$ cat src/hw/fsp_pkg.sv
// constants shared by the sector protection logic
// assumes a 32-bit classic wishbone register bus
package fsp_pkg;

  // ************************************************************
  // array geometry
  // ************************************************************
  localparam int unsigned SECTORS    = 256;
  localparam int unsigned SEC_W      = 8;
  localparam int unsigned BOOT_SECS  = 8;
  localparam int unsigned SUBSECS    = 16;

  // ************************************************************
  // register byte offsets
  // ************************************************************
  localparam logic [7:0] OFF_STATUS    = 8'h00;
  localparam logic [7:0] OFF_LOCK_SEL  = 8'h04;
  localparam logic [7:0] OFF_LOCK_DATA = 8'h08;
  localparam logic [7:0] OFF_OP        = 8'h0C;
  localparam logic [7:0] OFF_FLAGS     = 8'h10;
  localparam logic [7:0] OFF_MASK      = 8'h14;

  // ************************************************************
  // field positions
  // ************************************************************
  localparam int unsigned ST_SIZE_LSB  = 0;
  localparam int unsigned ST_TB_BIT    = 4;
  localparam int unsigned ST_STATUS_WRITE_DISABLE_BIT  = 7;
  localparam int unsigned LK_WL_BIT    = 0;
  localparam int unsigned LK_LD_BIT    = 1;
  localparam int unsigned OP_KIND_LSB  = 8;
  localparam int unsigned OP_SUB_LSB   = 10;
  localparam int unsigned RES_GRANT    = 16;
  localparam int unsigned RES_REFUSE   = 17;
  localparam int unsigned FL_DONE_BIT  = 0;
  localparam int unsigned FL_PROT_BIT  = 1;

  // ************************************************************
  // reset values
  // ************************************************************
  localparam logic [7:0] RST_STATUS = 8'h00;
  localparam logic [1:0] RST_LOCK   = 2'h0;
  localparam logic [1:0] RST_FLAGS  = 2'h0;
  localparam logic [1:0] RST_MASK   = 2'h0;

  // ************************************************************
  // enumerations
  // ************************************************************
  typedef enum logic [1:0] {
    FSP_OP_PROGRAM,
    FSP_OP_SECTOR_ERASE,
    FSP_OP_SUBSECTOR_ERASE,
    FSP_OP_RESERVED
  } fsp_op_type;

  typedef enum logic [1:0] {
    FSP_UNIFORM,
    FSP_BOOT_BOTTOM,
    FSP_BOOT_TOP
  } fsp_variant_type;

endpackage : fsp_pkg

$ cat src/hw/fsp_top.sv
// sector lock and region protection with a wishbone register file
// assumes one clock, a host on wishbone, write_protect_n from a pin
//
// Summary of operation
// one two-bit lock register per 64 KB sector: write-lock, lock-down
// host reads and writes a selected sector lock register
// write-lock at 1 refuses any modify of that sector
// write-lock at 0 gives no lock protection to the sector
// lock-down at 1 freezes both lock bits until power-up
// lock-down at 0 lets both lock bits be written
// sector protected when lock or region protects it
// region from four size bits and a top/bottom select
// write-protect pin asserted makes status register read-only
// size code 0000 protects no sector
// select 0, codes 1 to 8 protect the top 2^(c-1) sectors
// select 1, codes 1 to 8 protect the bottom 2^(c-1) sectors
// select 1 code 1000 protects sectors 0 to 127 only
// size codes 1001 to 1111 protect all 256 sectors
// build variant: bottom boot, top boot or uniform sectors
// refused modify or blocked status write sets protection error; this block skips it for reserved ops and non-boot subsector erases
// host sets write-enable latch before any modify, lock writes too; this block has no such latch and does not check it
// subsector erase refused when enclosing sector protected
`timescale 1ns/1ps

module fsp_top #(
  parameter fsp_pkg::fsp_variant_type VARIANT = fsp_pkg::FSP_BOOT_BOTTOM
) (
  input  wire logic        clk,
  input  wire logic        rst_n,
  input  wire logic        wb_cyc_i,
  input  wire logic        wb_stb_i,
  input  wire logic        wb_we_i,
  input  wire logic [7:0]  wb_adr_i,
  input  wire logic [3:0]  wb_sel_i,
  input  wire logic [31:0] wb_dat_i,
  output logic      [31:0] wb_dat_o,
  output logic             wb_ack_o,
  input  wire logic        write_protect_n,
  output logic             irq,
  output logic             op_grant,
  output logic             op_refuse
);

  // ************************************************************
  // write-protect pin synchroniser
  // ************************************************************
  logic wp_s1;
  logic wp_s2;
  logic wp_s3;
  logic wp_active;
  logic next_wp_active;

  always_comb begin
    next_wp_active = wp_active;
    if (wp_s2 == wp_s3) begin
      next_wp_active = ~wp_s3;
    end
  end

  always_ff @(posedge clk or negedge rst_n) begin
    if (!rst_n) begin
      wp_s1     <= 1'b1;
      wp_s2     <= 1'b1;
      wp_s3     <= 1'b1;
      wp_active <= 1'b0;
    end else begin
      wp_s1     <= write_protect_n;
      wp_s2     <= wp_s1;
      wp_s3     <= wp_s2;
      wp_active <= next_wp_active;
    end
  end

  // ************************************************************
  // bus decode
  // ************************************************************
  logic req;
  logic wr_go;
  logic rd_go;
  logic wr_status;
  logic wr_sel;
  logic wr_lock;
  logic wr_op;
  logic wr_flags;
  logic wr_mask;

  assign req       = wb_cyc_i & wb_stb_i & ~wb_ack_o;
  assign wr_go     = req & wb_we_i;
  assign rd_go     = req & ~wb_we_i;
  assign wr_status = wr_go & wb_sel_i[0] & (wb_adr_i == fsp_pkg::OFF_STATUS);
  assign wr_sel    = wr_go & wb_sel_i[0]
                   & (wb_adr_i == fsp_pkg::OFF_LOCK_SEL);
  assign wr_lock   = wr_go & wb_sel_i[0]
                   & (wb_adr_i == fsp_pkg::OFF_LOCK_DATA);
  assign wr_op     = wr_go & (&wb_sel_i[1:0])
                   & (wb_adr_i == fsp_pkg::OFF_OP);
  assign wr_flags  = wr_go & wb_sel_i[0] & (wb_adr_i == fsp_pkg::OFF_FLAGS);
  assign wr_mask   = wr_go & wb_sel_i[0] & (wb_adr_i == fsp_pkg::OFF_MASK);

  // ************************************************************
  // sector lock registers
  // ************************************************************
  logic [fsp_pkg::SEC_W-1:0] lock_sel;
  logic [1:0]                lock_q [fsp_pkg::SECTORS];

  genvar gi;
  generate
    for (gi = 0; gi < fsp_pkg::SECTORS; gi++) begin : g_lock
      logic [1:0] next_lock;
      always_comb begin
        next_lock = lock_q[gi];
        if (wr_lock && (lock_sel == fsp_pkg::SEC_W'(gi))
            && !lock_q[gi][fsp_pkg::LK_LD_BIT]) begin
          next_lock = wb_dat_i[1:0];
        end
      end
      always_ff @(posedge clk or negedge rst_n) begin
        if (!rst_n) begin
          lock_q[gi] <= fsp_pkg::RST_LOCK;
        end else begin
          lock_q[gi] <= next_lock;
        end
      end
    end
  endgenerate

  // ************************************************************
  // region decode
  // ************************************************************
  function automatic logic region_hit(input logic [3:0] code,
                                      input logic       tb,
                                      input logic [7:0] sec);
    logic [8:0] span;
    logic       hit;
    span = 9'h000;
    hit  = 1'b0;
    if (code == 4'h0) begin
      hit = 1'b0;
    end else if (code > 4'h8) begin
      hit = 1'b1;
    end else begin
      span = 9'h001 << (code - 4'h1);
      if (tb) begin
        hit = ({1'b0, sec} < span);
      end else begin
        hit = ({1'b0, sec} >= (9'h100 - span));
      end
    end
    return hit;
  endfunction : region_hit

  function automatic logic in_boot(input logic [7:0] sec);
    logic r;
    r = 1'b0;
    unique case (VARIANT)
      fsp_pkg::FSP_BOOT_BOTTOM: r = (sec < 8'(fsp_pkg::BOOT_SECS));
      fsp_pkg::FSP_BOOT_TOP:
        r = (sec >= 8'(fsp_pkg::SECTORS - fsp_pkg::BOOT_SECS));
      fsp_pkg::FSP_UNIFORM:     r = 1'b0;
      default:                  r = 1'b0;
    endcase
    return r;
  endfunction : in_boot

  // ************************************************************
  // protection check of a modify request
  // ************************************************************
  logic [7:0]           op_sec;
  fsp_pkg::fsp_op_type  op_kind;
  logic [3:0]           region_code;
  logic                 region_tb;
  logic                 sec_locked;
  logic                 sec_region;
  logic                 sec_prot;
  logic                 kind_ok;
  logic [7:0]           status_q;

  assign op_sec      = wb_dat_i[7:0];
  assign op_kind     = fsp_pkg::fsp_op_type'(
                         wb_dat_i[fsp_pkg::OP_KIND_LSB +: 2]);
  assign region_code = status_q[fsp_pkg::ST_SIZE_LSB +: 4];
  assign region_tb   = status_q[fsp_pkg::ST_TB_BIT];
  assign sec_locked  = lock_q[op_sec][fsp_pkg::LK_WL_BIT];
  assign sec_region  = region_hit(region_code, region_tb, op_sec);
  assign sec_prot    = sec_locked | sec_region;

  always_comb begin
    kind_ok = 1'b0;
    unique case (op_kind)
      fsp_pkg::FSP_OP_PROGRAM:         kind_ok = 1'b1;
      fsp_pkg::FSP_OP_SECTOR_ERASE:    kind_ok = 1'b1;
      fsp_pkg::FSP_OP_SUBSECTOR_ERASE: kind_ok = in_boot(op_sec);
      fsp_pkg::FSP_OP_RESERVED:        kind_ok = 1'b0;
    endcase
  end

  // ************************************************************
  // status, selection, flags, mask and bus answer
  // ************************************************************
  logic [7:0]  next_status;
  logic [7:0]  next_lock_sel;
  logic [1:0]  flags;
  logic [1:0]  next_flags;
  logic [1:0]  mask;
  logic [1:0]  next_mask;
  logic [17:0] op_res;
  logic [17:0] next_op_res;
  logic        next_grant;
  logic        next_refuse;
  logic        next_irq;
  logic        next_ack;
  logic [31:0] next_dat;
  logic [1:0]  set_ev;

  localparam int unsigned RG = fsp_pkg::RES_GRANT;
  localparam int unsigned RR = fsp_pkg::RES_REFUSE;

  always_comb begin
    next_status   = status_q;
    next_lock_sel = lock_sel;
    next_mask     = mask;
    next_op_res   = op_res;
    next_grant    = 1'b0;
    next_refuse   = 1'b0;
    set_ev        = 2'b00;
    if (wr_status) begin
      if (wp_active) begin
        set_ev[fsp_pkg::FL_PROT_BIT] = 1'b1;
      end else begin
        next_status = {wb_dat_i[7], 2'b00, wb_dat_i[4:0]};
      end
    end
    if (wr_sel) begin
      next_lock_sel = wb_dat_i[7:0];
    end
    if (wr_mask) begin
      next_mask = wb_dat_i[1:0];
    end
    if (wr_op) begin
      next_op_res[15:0] = wb_dat_i[15:0];
      next_op_res[RG]   = 1'b0;
      next_op_res[RR]   = 1'b0;
      if (kind_ok && !sec_prot) begin
        next_grant      = 1'b1;
        next_op_res[RG] = 1'b1;
        set_ev[fsp_pkg::FL_DONE_BIT] = 1'b1;
      end else begin
        next_refuse     = 1'b1;
        next_op_res[RR] = 1'b1;
        if (kind_ok) begin
          set_ev[fsp_pkg::FL_PROT_BIT] = 1'b1;
        end
      end
    end
    next_flags = flags;
    if (wr_flags) begin
      next_flags = flags & ~wb_dat_i[1:0];
    end
    next_flags = next_flags | set_ev;
    next_irq   = |(next_flags & next_mask);
    next_ack   = req;
    next_dat   = 32'h0000_0000;
    if (rd_go) begin
      unique case (wb_adr_i)
        fsp_pkg::OFF_STATUS:    next_dat[7:0]  = status_q;
        fsp_pkg::OFF_LOCK_SEL:  next_dat[7:0]  = lock_sel;
        fsp_pkg::OFF_LOCK_DATA: next_dat[1:0]  = lock_q[lock_sel];
        fsp_pkg::OFF_OP:        next_dat[17:0] = op_res;
        fsp_pkg::OFF_FLAGS:     next_dat[1:0]  = flags;
        fsp_pkg::OFF_MASK:      next_dat[1:0]  = mask;
        default:                next_dat       = 32'h0000_0000;
      endcase
    end
  end

  always_ff @(posedge clk or negedge rst_n) begin
    if (!rst_n) begin
      status_q  <= fsp_pkg::RST_STATUS;
      lock_sel  <= 8'h00;
      flags     <= fsp_pkg::RST_FLAGS;
      mask      <= fsp_pkg::RST_MASK;
      op_res    <= 18'h00000;
      op_grant  <= 1'b0;
      op_refuse <= 1'b0;
      irq       <= 1'b0;
      wb_ack_o  <= 1'b0;
      wb_dat_o  <= 32'h0000_0000;
    end else begin
      status_q  <= next_status;
      lock_sel  <= next_lock_sel;
      flags     <= next_flags;
      mask      <= next_mask;
      op_res    <= next_op_res;
      op_grant  <= next_grant;
      op_refuse <= next_refuse;
      irq       <= next_irq;
      wb_ack_o  <= next_ack;
      wb_dat_o  <= next_dat;
    end
  end

endmodule : fsp_top

$ cat config.mk
export PLATFORM = sky130hd
export DESIGN_NAME = fsp_top
export DESIGN_NICKNAME = d
export VERILOG_FILES = /design/src/hw/fsp_pkg.sv /design/src/hw/fsp_top.sv
export SDC_FILE = /design/constraint.sdc
export NUM_CORES = 1
export LEC_CHECK = 0
export BUFFER_PORTS_ARGS = -buffer_cell sky130_fd_sc_hd__buf_2
export CAP_MARGIN = 0
export CORE_UTILIZATION = 50
export DETAILED_ROUTE_END_ITERATION = 8
export GPL_TIMING_DRIVEN = 0
export PLACE_DENSITY = 0.66
export SYNTH_ARGS = -nofsm -noshare
export SYNTH_HDL_FRONTEND = slang
export SYNTH_SLANG_ARGS = --single-unit
$ cat constraint.sdc
create_clock -name clk -period 6.5 [get_ports clk]
set_clock_uncertainty 0.15 [all_clocks]
set_input_delay 0.65 -clock clk [delete_from_list [all_inputs] [get_ports clk]]
set_output_delay 0.65 -clock clk [all_outputs]
set_load 0.01 [all_outputs]
==> results.txt <==
* Combined area of all synthesized cells: 0.02918 mm²
* Post-route design area: 0.03286 mm²
- In this run the worst path has a maximum fanout of 10.
* Proportion of layout cells with a drive suffix above 1: 30.56%
- Arrival time of the worst setup path: 6.51 ns
- The routed layout has 22.03k vias.
- Share of synthesized area occupied by flip-flops and latches: 49.23%
- Final number of max-transition violations: 33
- Post-route worst setup slack: 0.2674 ns
- Timing analysis after detailed placement gives a worst setup slack of 0.5752 ns.
- In the routed layout, each cell is associated on average with a via count of 6.937.
- Synthesized instance count: 2221
- The flow ran to the end, but the final reports show violations.
- Data on the critical path is required at its endpoint by 6.78 ns.
- The multi-input combinational cells in the finished layout cover a total of 0.01394 mm².
* Least-Margin Pin Slew: 1.559 ns
* Number of nets in the layout: 2425
- The floorplan step set the die width to 243.6 µm.
- Registers take 0.01437 mm².
- The first TritonRoute pass finished after 5 iterations.
- The number of global-route vias before repair is 22.57k.
- In this run the standard cell core region covers 0.05770 mm².
- Cells fill 56.96% of the core in the end.
- EDFF count, synth: 0
- Global route overflow: 0
* Ys Warns: 0
* Violations in the final reports: capacitance limit, slew limit
* Wire length of the first global-routing pass: 156100 µm
* Largest vdd supply drop: 0.1897 mV
- Clock tree from TritonCTS: built
* Maximum clock frequency: 160.4 MHz
- The final hold violation count is 0.
- Worst Setup Start Kind: flop
- After the first detailed-routing iteration, the DRC count stood at 2683.
- Die outline height: 243.6 µm
- Total GRT Usage: 36.86%
* Remaining antenna violation count: 0
* Number of filler cells placed in the layout: 4685
- For the worst-skew pair, the clock arrives at the later sink with an insertion delay of 0.61 ns.
* Port-buffer cells: 51
* Fin crit share: 95.89%
* Routed wire length per instance: 33.91 µm
- Number of unique standard cell types used by synthesis: 57
- Number of antenna violations at the first check in global routing: 3
- # clock sinks: 574
- Summed over all cells, the static leakage comes to 0.01417 µW.
* Detailed Route WL: 107700 µm
* Placement Cell Area: 0.03057 mm²
* Die footprint: 0.05934 mm²
- Post-layout minimum cycle time: 6.233 ns
* Clock transition at path regs: 0.06 ns
* Post-route worst hold slack: 0.1384 ns
* Post-Synthesis Mean Instance Area: 13.14 µm²
* #FFs+latches synth: 574
- Syn-to-layout area delta: 12.61%
- Power per standard cell area: 237.8 mW/mm²
- Placed wire-length estimate: 74010 µm
* Nature of the critical path endpoint: flop
- Setup violations remaining at the end of the flow were counted as 0.
* MaxCap Viol Count: 4
* Deepest level of the CTS H-tree: 3
* Total power: 7816 µW
- The path class of the tightest hold or removal check is in2reg.
* Maximum root-to-sink buffer count: 3
- In the routed design, unresolved DRC markers number 0.
- Setup repair after global routing left no endpoint under its margin.
- In the synthesized netlist the dominant register cell turns out to be dfrtp_1.
- Root cell of the clock tree: clkbuf_16
- Number of buffers created by CTS: 66
* Pin count of the biggest net entering global routing: 128
- Worst relative slew slack: -3.946%
- Fraction of registers with async set or reset after synthesis: 100.0%
* Initial cell density of the core: 50.58%
- The congestion estimate from routability-driven global placement came to 0.9997.
- During I/O placement, the number of pins put on the boundary was 86.
- Once the clock tree was built, the resizer swapped 0 gates to a different size.
- FP Rows: 88
- Type of the setup path with the least slack: reg2reg
-- what timing repair did --
| action | CTS | global route |
|---|---|---|
| buffers inserted | 0 | 0 |
| endpoints found under the hold margin | 2 | 0 |
| hold buffers | 2 | 0 |
-- layer usage --
layer	wire length (µm)	global-route usage, %	share of wire [%]	vias to the layer above
met5	0	0	0	-
met2	47710	54.69	44	1461
met3	12710	13.31	12	388
met1	39900	46.80	37	11519
li1	-	-	-	8658
met4	7345	21.08	6.8	0
-- synth_stat cells, drive strengths merged (3+ instances only) --
master	n	area [µm²]
mux2i	36	360.4
nor2	41	153.9
a22o	4	35.03
or3	4	25.02
a22oi	20	150.1
a211oi	3	22.52
a21o	5	37.54
nand4	6	37.54
and3	4	25.02
o21ai	24	120.1
nand2b	12	75.07
ha	16	200.2
a221oi	3	26.28
dfstp	3	78.83
nor2b	20	125.1
buf	79	432.9
dfrtp	571	14290
nand2	93	349.1
nor4	3	18.77
mux4	217	4887
nand3	48	240.2
inv	10	37.53
o21a	3	22.52
o21bai	257	1929
a21oi	16	80.08
mux2	291	3277
o221ai	5	43.79
and2	16	100.1
nor3	262	1311
clkbuf	121	455.4
-- power breakdown --
part / switching (µW) / internal (µW) / total, µW
logic: 248 / 74.1 / 322
clock network: 1540 / 2380 / 3910
registers: 1.78 / 3580 / 3580
-- stage by stage --
stage | cells | setup TNS, ns
floorplan | 2234 | 0
global placement | 3050 | -3892.13
detailed placement | 3054 | 0
CTS | 3173 | 0
global route | 3173 | 0
finish | 3175 | 0
-- state kept, by name, indices dropped and copies added, names as in the netlist, 2 cells and up --
register  cells
flags         2
status_q      6
mask          2
op_res       18
lock_sel      8
lock_q      512
wb_dat_o     18
-- path summary, 6_finish.rpt --
path                         startpoint           to  slack [ns]  cells after the start
min in group asynchronous         rst_n  lock_q[404]        0.58                      2
hold reg to reg                   wp_s1        wp_s2        0.21                      0
max in group asynchronous         rst_n  lock_q[243]        3.96                      4
setup reg to reg            lock_sel[2]  lock_q[219]        0.27                      8
setup / recovery            lock_sel[2]  lock_q[219]        0.27                      8
hold / removal             wb_dat_i[15]   op_res[15]        0.14                      2
-- layout by cell type (no fill, tap or decap), types with 4 or more instances in the layout --
cell / netlist / routed
mux2i_1: 36 / 36
clkbuf_1: 120 / 130
nand4_1: 6 / 6
buf_2: 34 / 85
clkinv_2: 0 / 13
and3_1: 4 / 4
mux2_2: 291 / 291
clkbuf_8: 0 / 17
clkbuf_16: 0 / 71
ha_1: 16 / 16
a21oi_1: 16 / 16
nor2_1: 41 / 41
a21o_1: 5 / 5
inv_1: 9 / 9
or3_1: 4 / 4
buf_1: 22 / 21
nand2_1: 93 / 93
nand3_1: 48 / 48
nand2b_1: 12 / 12
nor3_1: 262 / 262
a22o_1: 4 / 4
buf_16: 0 / 4
o221ai_1: 5 / 5
bufinv_16: 0 / 5
buf_4: 21 / 21
dfrtp_1: 571 / 571
conb_1: 1 / 14
and2_1: 15 / 15
o21bai_1: 257 / 257
mux4_2: 217 / 217
nor2b_1: 20 / 20
o21ai_0: 23 / 23
a22oi_1: 20 / 20
-- critical path, stage by stage, from the launching register on --
cell and delay, ns:
dfrtp_1 0.33, clkbuf_1 0.90, buf_1 1.12, buf_1 0.88, nor3_1 0.18, nand2_1 0.41, clkbuf_1 0.95, buf_1 0.88
o21bai_1 0.20
-- layout make-up --
type	instances	area share (%)
Sequential cell	574	43.72
Clock inverter	19	0.6815
Clock buffer	98	6.233
Tap cell	765	2.913
Inverter	10	0.1142
Timing Repair Buffer	57	1.203
Antenna cell	2	0.01523
Buffer	200	2.707
Multi-Input combinational cell	1450	42.41
-- kinds of logic (layout without fill, tap and decap cells) --
family | count (synthesis) | in the layout | share of synthesized area (%)
other | 1 | 16 | 0.01285
adder cells (fa/ha/maj) | 16 | 16 | 0.6860
AO/OA/AOI/OAI | 360 | 360 | 9.029
AND/OR/NAND/NOR | 515 | 515 | 8.626
flip-flops | 574 | 574 | 49.23
XOR/XNOR | 1 | 1 | 0.03002
multiplexers | 544 | 544 | 29.21
buffers and inverters | 210 | 384 | 3.173
No activity file was read; power rests on OpenSTA's default activity.
